==> config.mk <==
export PLATFORM = sky130hd
export DESIGN_NAME = sarfmt_top
export DESIGN_NICKNAME = d
export VERILOG_FILES = /design/src/common/sarfmt_pkg.sv /design/src/rtl/sarfmt_top.sv /design/src/rtl/sarfmt_clkdiv.sv
export SDC_FILE = /design/constraint.sdc
export NUM_CORES = 1
export LEC_CHECK = 0
export ABC_AREA = 1
export BUFFER_PORTS_ARGS = -buffer_cell sky130_fd_sc_hd__buf_2
export CORE_AREA = 10 10 103 105
export DETAILED_ROUTE_END_ITERATION = 16
export DIE_AREA = 0 0 113 115
export PLACE_DENSITY = 0.66
export SETUP_SLACK_MARGIN = 0.2
export SLEW_MARGIN = 25
export SYNTH_ARGS = -nofsm -noshare
export SYNTH_HDL_FRONTEND = slang
export SYNTH_HIERARCHICAL = 1
export SYNTH_SLANG_ARGS = --single-unit
==> constraint.sdc <==
create_clock -name clock -period 1.7 [get_ports clock]
set_input_delay 0.34 -clock clock [delete_from_list [all_inputs] [get_ports clock]]
set_output_delay 0.34 -clock clock [all_outputs]
set_load 0.05 [all_outputs]
==> src/common/sarfmt_pkg.sv <==
package sarfmt_pkg;

   // Register addresses on the special-function register bus
   localparam logic [7:0] SARFMT_CFG_ADDR = 8'hBC;
   localparam logic [7:0] SARFMT_LOW_ADDR = 8'hBD;
   localparam logic [7:0] SARFMT_HIGH_ADDR = 8'hBE;

   // Values after reset
   localparam logic [7:0] SARFMT_CFG_RESET = 8'hF9;
   localparam logic [7:0] SARFMT_RESULT_RESET = 8'h00;

   // Field positions inside converter_config
   localparam int SARFMT_DIV_MSB = 7;
   localparam int SARFMT_DIV_LSB = 3;
   localparam int SARFMT_JUST_BIT = 2;
   localparam int SARFMT_EIGHT_BIT = 1;
   localparam int SARFMT_GAIN_BIT = 0;

   // Conversion geometry and timing, in SAR clock cycles
   localparam int SARFMT_CODE_W = 10;
   localparam int SARFMT_DIV_W = 5;
   localparam logic [1:0] SARFMT_TRACK_LAST = 2'h2;
   localparam logic [9:0] SARFMT_MSB_MASK = 10'h200;
   localparam logic [9:0] SARFMT_LSB10_MASK = 10'h001;
   localparam logic [9:0] SARFMT_LSB8_MASK = 10'h004;

   // Register select codes returned by the address decoder
   localparam logic [1:0] SARFMT_SEL_NONE = 2'h0;
   localparam logic [1:0] SARFMT_SEL_CFG = 2'h1;
   localparam logic [1:0] SARFMT_SEL_LOW = 2'h2;
   localparam logic [1:0] SARFMT_SEL_HIGH = 2'h3;

   typedef enum logic [2:0] {
      SARFMT_IDLE = 3'h1,
      SARFMT_TRACK = 3'h2,
      SARFMT_CONV = 3'h4
   } sarfmt_state_t;

   // One bus access: address, write strobe and write data
   typedef struct packed {
      logic [7:0] addr;
      logic wr;
      logic [7:0] wdata;
   } sarfmt_sfr_req_t;

   typedef struct packed {
      sarfmt_state_t st;
      logic [7:0] cfg;
      logic [7:0] res_hi;
      logic [7:0] res_lo;
      logic [9:0] trial;
      logic [9:0] mask;
      logic [1:0] trk;
      logic eight;
      logic just;
      logic done;
      logic [7:0] rdata;
   } sarfmt_regs_t;

   typedef struct packed {
      logic [4:0] cnt;
      logic tick;
   } sarfmt_div_regs_t;

endpackage

==> src/rtl/sarfmt_top.sv <==
`timescale 1ns/1ps
module sarfmt_top (
   // Clock and reset
   input wire logic clock,
   input wire logic rst,
   // Special-function register bus
   input wire sarfmt_pkg::sarfmt_sfr_req_t sfr_req,
   output logic [7:0] sfr_rdata,
   // Conversion control from the converter core
   input wire logic conv_start,
   input wire logic delayed_tracking_mode,
   input wire logic done_clear,
   // Analog front end
   input wire logic comp_above,
   output logic [9:0] dac_trial,
   output logic track_enable,
   output logic gain_select,
   output logic eight_bit_mode_enable,
   // Status
   output logic busy_indication,
   output logic conversion_done_flag
);

   sarfmt_pkg::sarfmt_regs_t r;
   sarfmt_pkg::sarfmt_regs_t n;
   logic sar_tick;
   logic busy_run;

   function automatic logic [1:0] sarfmt_decode(input logic [7:0] addr);
      logic [1:0] sel;
      sel = sarfmt_pkg::SARFMT_SEL_NONE;
      if (addr == sarfmt_pkg::SARFMT_CFG_ADDR) begin
         sel = sarfmt_pkg::SARFMT_SEL_CFG;
      end else if (addr == sarfmt_pkg::SARFMT_LOW_ADDR) begin
         sel = sarfmt_pkg::SARFMT_SEL_LOW;
      end else if (addr == sarfmt_pkg::SARFMT_HIGH_ADDR) begin
         sel = sarfmt_pkg::SARFMT_SEL_HIGH;
      end
      return sel;
   endfunction

   // Returns {high byte, low byte}; unused bits are always zero
   function automatic logic [15:0] sarfmt_format(input logic [9:0] code,
                                                 input logic eight,
                                                 input logic just);
      logic [15:0] pair;
      pair = 16'h0000;
      if (eight) begin
         pair = {code[9:2], 8'h00};
      end else if (just) begin
         pair = {code[9:2], code[1:0], 6'h00};
      end else begin
         pair = {6'h00, code[9:8], code[7:0]};
      end
      return pair;
   endfunction

   assign busy_run = (r.st != sarfmt_pkg::SARFMT_IDLE);

   sarfmt_clkdiv #(
      .DIV_W(sarfmt_pkg::SARFMT_DIV_W)
   ) u_clkdiv (
      .clock(clock),
      .rst(rst),
      .run(busy_run),
      .divisor(r.cfg[sarfmt_pkg::SARFMT_DIV_MSB:sarfmt_pkg::SARFMT_DIV_LSB]),
      .tick(sar_tick)
   );

   always_comb begin
      logic [9:0] settled;
      logic [9:0] last_mask;
      logic [15:0] pair;
      logic finish;
      settled = 10'h000;
      last_mask = 10'h000;
      pair = 16'h0000;
      finish = 1'b0;
      n = r;

      // Read data is registered: it answers one cycle after the address
      unique case (sarfmt_decode(sfr_req.addr))
         sarfmt_pkg::SARFMT_SEL_CFG: n.rdata = r.cfg;
         sarfmt_pkg::SARFMT_SEL_LOW: n.rdata = r.res_lo;
         sarfmt_pkg::SARFMT_SEL_HIGH: n.rdata = r.res_hi;
         default: n.rdata = 8'h00;
      endcase

      if (sfr_req.wr) begin
         unique case (sarfmt_decode(sfr_req.addr))
            sarfmt_pkg::SARFMT_SEL_CFG: n.cfg = sfr_req.wdata;
            sarfmt_pkg::SARFMT_SEL_LOW: n.res_lo = sfr_req.wdata;
            sarfmt_pkg::SARFMT_SEL_HIGH: n.res_hi = sfr_req.wdata;
            default: n.cfg = r.cfg;
         endcase
      end

      unique case (r.st)
         sarfmt_pkg::SARFMT_IDLE: begin
            // Mode and layout are frozen for the whole conversion
            if (conv_start) begin
               n.eight = r.cfg[sarfmt_pkg::SARFMT_EIGHT_BIT];
               n.just = r.cfg[sarfmt_pkg::SARFMT_JUST_BIT];
               n.trk = 2'h0;
               n.trial = sarfmt_pkg::SARFMT_MSB_MASK;
               n.mask = sarfmt_pkg::SARFMT_MSB_MASK;
               if (delayed_tracking_mode) begin
                  n.st = sarfmt_pkg::SARFMT_TRACK;
               end else begin
                  n.st = sarfmt_pkg::SARFMT_CONV;
               end
            end
         end
         sarfmt_pkg::SARFMT_TRACK: begin
            if (sar_tick) begin
               if (r.trk == sarfmt_pkg::SARFMT_TRACK_LAST) begin
                  n.st = sarfmt_pkg::SARFMT_CONV;
               end else begin
                  n.trk = r.trk + 2'h1;
               end
            end
         end
         sarfmt_pkg::SARFMT_CONV: begin
            if (sar_tick) begin
               settled = comp_above ? r.trial : (r.trial & ~r.mask);
               last_mask = r.eight ? sarfmt_pkg::SARFMT_LSB8_MASK
                                   : sarfmt_pkg::SARFMT_LSB10_MASK;
               if (r.mask == last_mask) begin
                  finish = 1'b1;
                  pair = sarfmt_format(settled, r.eight, r.just);
                  // Hardware load beats a same-cycle software write
                  n.res_hi = pair[15:8];
                  n.res_lo = pair[7:0];
                  n.trial = settled;
                  n.st = sarfmt_pkg::SARFMT_IDLE;
               end else begin
                  n.mask = r.mask >> 1;
                  n.trial = settled | (r.mask >> 1);
               end
            end
         end
         default: n.st = sarfmt_pkg::SARFMT_IDLE;
      endcase

      // A completion in the clearing cycle is kept
      n.done = finish | (r.done & ~done_clear);
   end

   always_ff @(posedge clock or posedge rst) begin
      if (rst) begin
         r.st <= sarfmt_pkg::SARFMT_IDLE;
         r.cfg <= sarfmt_pkg::SARFMT_CFG_RESET;
         r.res_hi <= sarfmt_pkg::SARFMT_RESULT_RESET;
         r.res_lo <= sarfmt_pkg::SARFMT_RESULT_RESET;
         r.trial <= 10'h000;
         r.mask <= 10'h000;
         r.trk <= 2'h0;
         r.eight <= 1'b0;
         r.just <= 1'b0;
         r.done <= 1'b0;
         r.rdata <= 8'h00;
      end else begin
         r <= n;
      end
   end

   assign sfr_rdata = r.rdata;
   assign dac_trial = r.trial;
   assign track_enable = (r.st != sarfmt_pkg::SARFMT_CONV);
   assign gain_select = r.cfg[sarfmt_pkg::SARFMT_GAIN_BIT];
   assign eight_bit_mode_enable = r.cfg[sarfmt_pkg::SARFMT_EIGHT_BIT];
   assign busy_indication = busy_run;
   assign conversion_done_flag = r.done;

endmodule

==> src/rtl/sarfmt_clkdiv.sv <==
`timescale 1ns/1ps
module sarfmt_clkdiv #(
   parameter int DIV_W = 5
) (
   // Clock and reset
   input wire logic clock,
   input wire logic rst,
   // Control
   input wire logic run,
   input wire logic [DIV_W-1:0] divisor,
   // SAR clock enable
   output logic tick
);

   typedef struct packed {
      logic [DIV_W-1:0] cnt;
   } sarfmt_div_state_t;

   sarfmt_div_state_t r;
   sarfmt_div_state_t n;

   generate
      if (DIV_W < 1 || DIV_W > 16) begin : g_bad_width
         $error("sarfmt_clkdiv: DIV_W out of range");
      end
   endgenerate

   // Held at zero while idle so every conversion starts on a fresh period.
   // The enable is decoded from the count, not registered: a registered
   // pulse lags one cycle and survives into the next conversion.
   always_comb begin
      n = r;
      tick = 1'b0;
      if (!run) begin
         n.cnt = '0;
      end else if (r.cnt == divisor) begin
         n.cnt = '0;
         tick = 1'b1;
      end else begin
         n.cnt = r.cnt + 1'b1;
      end
   end

   always_ff @(posedge clock or posedge rst) begin
      if (rst) begin
         r <= '0;
      end else begin
         r <= n;
      end
   end

endmodule

==> impl_metrics.yaml <==
run_status:
  run_status: "complete, but fails checks"
  violations_in_the_final_reports: "setup timing"
final_layout:
  finalNetCount: 557
  filler_cell_count: 779
  finalInstanceArea_um2: 4540
  seq_area_um2: 1640
  diodes: 0
  finish.cell_count_without_fillers: 645
  post_route_cells_drive_above_1_share_pct: 34.3
  multi_input_comb_area_um2: 1730
  synth_to_final_area_change_pct: 26.8
synthesis:
  async_set_or_reset_register_ratio_after_synthesis_pct: 100
  synth.ff_latch_count: 65
  synthesized_area_um2: 3580
  synth_area_leaders: "sky130_fd_sc_hd__dfrtp_1 (41%), sky130_fd_sc_hd__nand2_1 (16%), sky130_fd_sc_hd__inv_1 (6.1%)"
  netlist-cell-type-count: 35
  synth.yosys.seq_area_share_pct: 45.7
  synth_largest_area_cell: "sky130_fd_sc_hd__dfrtp_1"
  count_of_flip_flops_with_a_built_in_enable_after_synthesis: 0
  netlist_top_cells_count: "sky130_fd_sc_hd__nand2_1 (148), sky130_fd_sc_hd__dfrtp_1 (58), sky130_fd_sc_hd__inv_1 (58)"
  average_size_of_a_mapped_cell_um2: 7.76
  synthFlopType: "sky130_fd_sc_hd__dfrtp_1"
  yosysTopAreaCellShare_pct: 40.6
  mappedNetlistNets: 486
  synth_warnings: 6
  netlist_instances: 461
  synthMostInstantiatedCell: "sky130_fd_sc_hd__nand2_1"
timing:
  fin_worst_skew_ns: 0.00662
  slew-limit-headroom_pct: 61.2
  finalMaxSlewViolations: 0
  final.min_clock_period_ns: 1.87
  timing.fmax_mhz: 535
  finalHoldViolCount: 0
  timing_worst_slew_pin_value_ns: 0.581
  setup_slack_ns: -0.169
  grt_setup_unrepaired: "true"
  count_of_endpoints_failing_setup_in_the_final_report: 40
  layout_worst_path_cycle_share_pct: 110
routing:
  routed_wirelength_um: 9380
  drt-pass1-iter-count: 4
  drtAntennaViolNets: 0
  routedWlPerCell_um: 14.5
  route.detailed.drc: 0
  dr_total_vias: 3187
  routed_via_density: 4.94
  drt-initial-drc-count: 172
setup_path:
  startpoint_type: "flip-flop"
  end_kind: "flip-flop"
  cp_slowest_stage_delay_ns: 0.54
  cp.arrival_ns: 2.16
  worst-path-buf-inv: 3
  r2r-end: "r[35]"
  critical-path-top-cell-by-count: "sky130_fd_sc_hd__nand2_1"
  critical_path_required_ns: 1.99
  ff2ff_path_depth: 11
  worst_path_max_delay_cell: "sky130_fd_sc_hd__dfstp_2"
  timing_worst_setup_path_type: "reg -> reg"
  r2r_setup_slack_ns: -0.17
  worst_flop_to_flop_path_startpoint: "r[56]"
  timing.critical_path.fanout_max: 5
  critical_path.cell_chain: "nand2_1 -> nand2_1 -> nand3_2 -> nor3_4 -> inv_2 -> nor2_8 -> nand3_4 -> buf_4 -> nand3_1 -> nand2_1 -> inv_1"
  cpLargestDelayFamily: "simple AND/OR/NAND/NOR gates"
floorplan:
  ioPinCount: 46
  rows: 34
  die-area_um2: 13000
  initial_core_utilization_pct: 41.8
  design.core.area_um2: 8550
  floorplan.die.width_um: 113
  die-height_um: 115
min_path:
  hold_end: "conversion_done_flag"
  timing.hold.worst.start: "done_clear"
  hold_class: "in -> reg"
  min_delay_path_depth: 2
clocking:
  buffer_type_at_the_clock_tree_root: "sky130_fd_sc_hd__clkbuf_8"
  ctsHtreeMaxLevel: 3
  cts_max_path_buffers: 2
  clk_sink_count: 65
  cts_tree: "built"
  numCtsBuffers: 9
  worst_setup_hold_path_clk_slew_ns: 0.07
  clock_latency_ns: 0.35
place:
  globalplace.congestion: 0.873
  detailedPlacementHpwl_um: 6790
  detailed_place.area_um2: 4000
  placed_cells: 616
  io_buffer_count: 45
grt:
  grt.total_usage_pct: 14.8
  grt-ovfl-total: 0
  grt_first_pass_wirelength_um: 15800
  grt_max_degree: 25
  grt_antenna_before_repair: 0
  number_of_global_route_vias_before_repair: 3213
power:
  cellPowerDensity_nw_per_um2: 1190
  power.ir.vdd_worst_uv: 643
  design_power_total_mw: 5.40
  leakage_nw: 2.39
job:
  maxCapViolCount: 0
==> cell usage in the layout (no fill, tap or decap), types with 10 or more instances in the layout <==
master and n:
sky130_fd_sc_hd__inv_1 53, sky130_fd_sc_hd__dfrtp_1 58, sky130_fd_sc_hd__buf_2 42, sky130_fd_sc_hd__o21ai_2 10
sky130_fd_sc_hd__o21ai_0 20, sky130_fd_sc_hd__nor2_1 24, sky130_fd_sc_hd__nand2_1 125, sky130_fd_sc_hd__nand2_2 26
sky130_fd_sc_hd__buf_4 29, sky130_fd_sc_hd__nand3_1 32
==> stage by stage <==
step | setup TNS (ns) | utilization [%] | setup slack [ns] | hold WS, ns
6_report | -3.45 | 53.1 | -0.169 | 0.182
5_1_grt | -7.03 | 53.1 | -0.260 | 0.163
4_1_cts | -3.86 | 50.7 | -0.152 | 0.175
3_5_place_dp | -4.08 | 46.8 | -0.221 | 0.275
3_3_place_gp | -2.65 | 46.8 | -0.168 | 0.274
2_1_floorplan | -0.679 | - | -0.0718 | 0.119
==> cell families after synthesis <==
kind of cell	count (synthesis)	share of synthesized area [%]
simple gates	249	32.0
buf+inv	89	12.0
flops	65	45.7
compound gates	53	8.88
xor+xnor	3	0.735
fa+ha+maj	2	0.699
==> layout make-up <==
class | instances | area share, %
clock buffers | 12 | 2.98
clock inverters | 4 | 0.993
inverters | 64 | 5.71
multi-input cells | 309 | 38.2
flip-flops and latches | 65 | 36.0
well taps | 108 | 2.98
repair buffers | 83 | 13.1
==> report_power, final <==
part           total (mW)  leakage [nW]  switching (mW)  internal (mW)
Clock                1.28        0.0941           0.603          0.672
Combinational        2.20          1.46            1.36          0.838
Sequential           1.93         0.831           0.167           1.76
Total                5.40          2.39            2.13           3.27
==> worst reg2reg max path: stages (launching register included) <==
cell and delay (ns):
sky130_fd_sc_hd__dfstp_2 0.54, sky130_fd_sc_hd__nand2_1 0.06, sky130_fd_sc_hd__nand2_1 0.10, sky130_fd_sc_hd__nand3_2 0.11, sky130_fd_sc_hd__nor3_4 0.18, sky130_fd_sc_hd__inv_2 0.11, sky130_fd_sc_hd__nor2_8 0.14, sky130_fd_sc_hd__nand3_4 0.15
sky130_fd_sc_hd__buf_4 0.19, sky130_fd_sc_hd__nand3_1 0.10, sky130_fd_sc_hd__nand2_1 0.07, sky130_fd_sc_hd__inv_1 0.06
==> worst max-delay path by stage <==
stage | depth (start not counted) | slack [ns] | from | end
2_1_floorplan | 9 | -0.07 | r[54] | r[39]
3_3_place_gp | 10 | -0.17 | r[54] | r[34]
3_5_place_dp | 10 | -0.22 | r[54] | r[34]
4_1_cts | 9 | -0.15 | r[53] | r[41]
5_1_grt | 10 | -0.26 | r[56] | r[39]
6_report | 11 | -0.17 | r[56] | r[35]
==> state kept, by name, summed over array words and instances, names as in the netlist <==
name                   cells
sfr_rdata                  8
u_clkdiv/r                 5
gain_select                1
conversion_done_flag       1
eight_bit_mode_enable      1
r                         39
dac_trial                 10
==> per-layer routing <==
layer	GRT usage, %	share of wire (%)	wire (µm)
met5	0	0	0
met4	4.99	1.5	143
met3	4.43	6.6	619
met2	22.8	47	4400
met1	19.3	45	4220
==> what timing repair did <==
item	CTS	global route
gates resized for setup	26	49
hold endpoints to repair	5	0
hold buffers	1	0
setup buffers	5	5
endpoints found under the setup margin	45	46
cloned	2	0
pin swaps	9	16
Power figures use the tool's default switching activity.
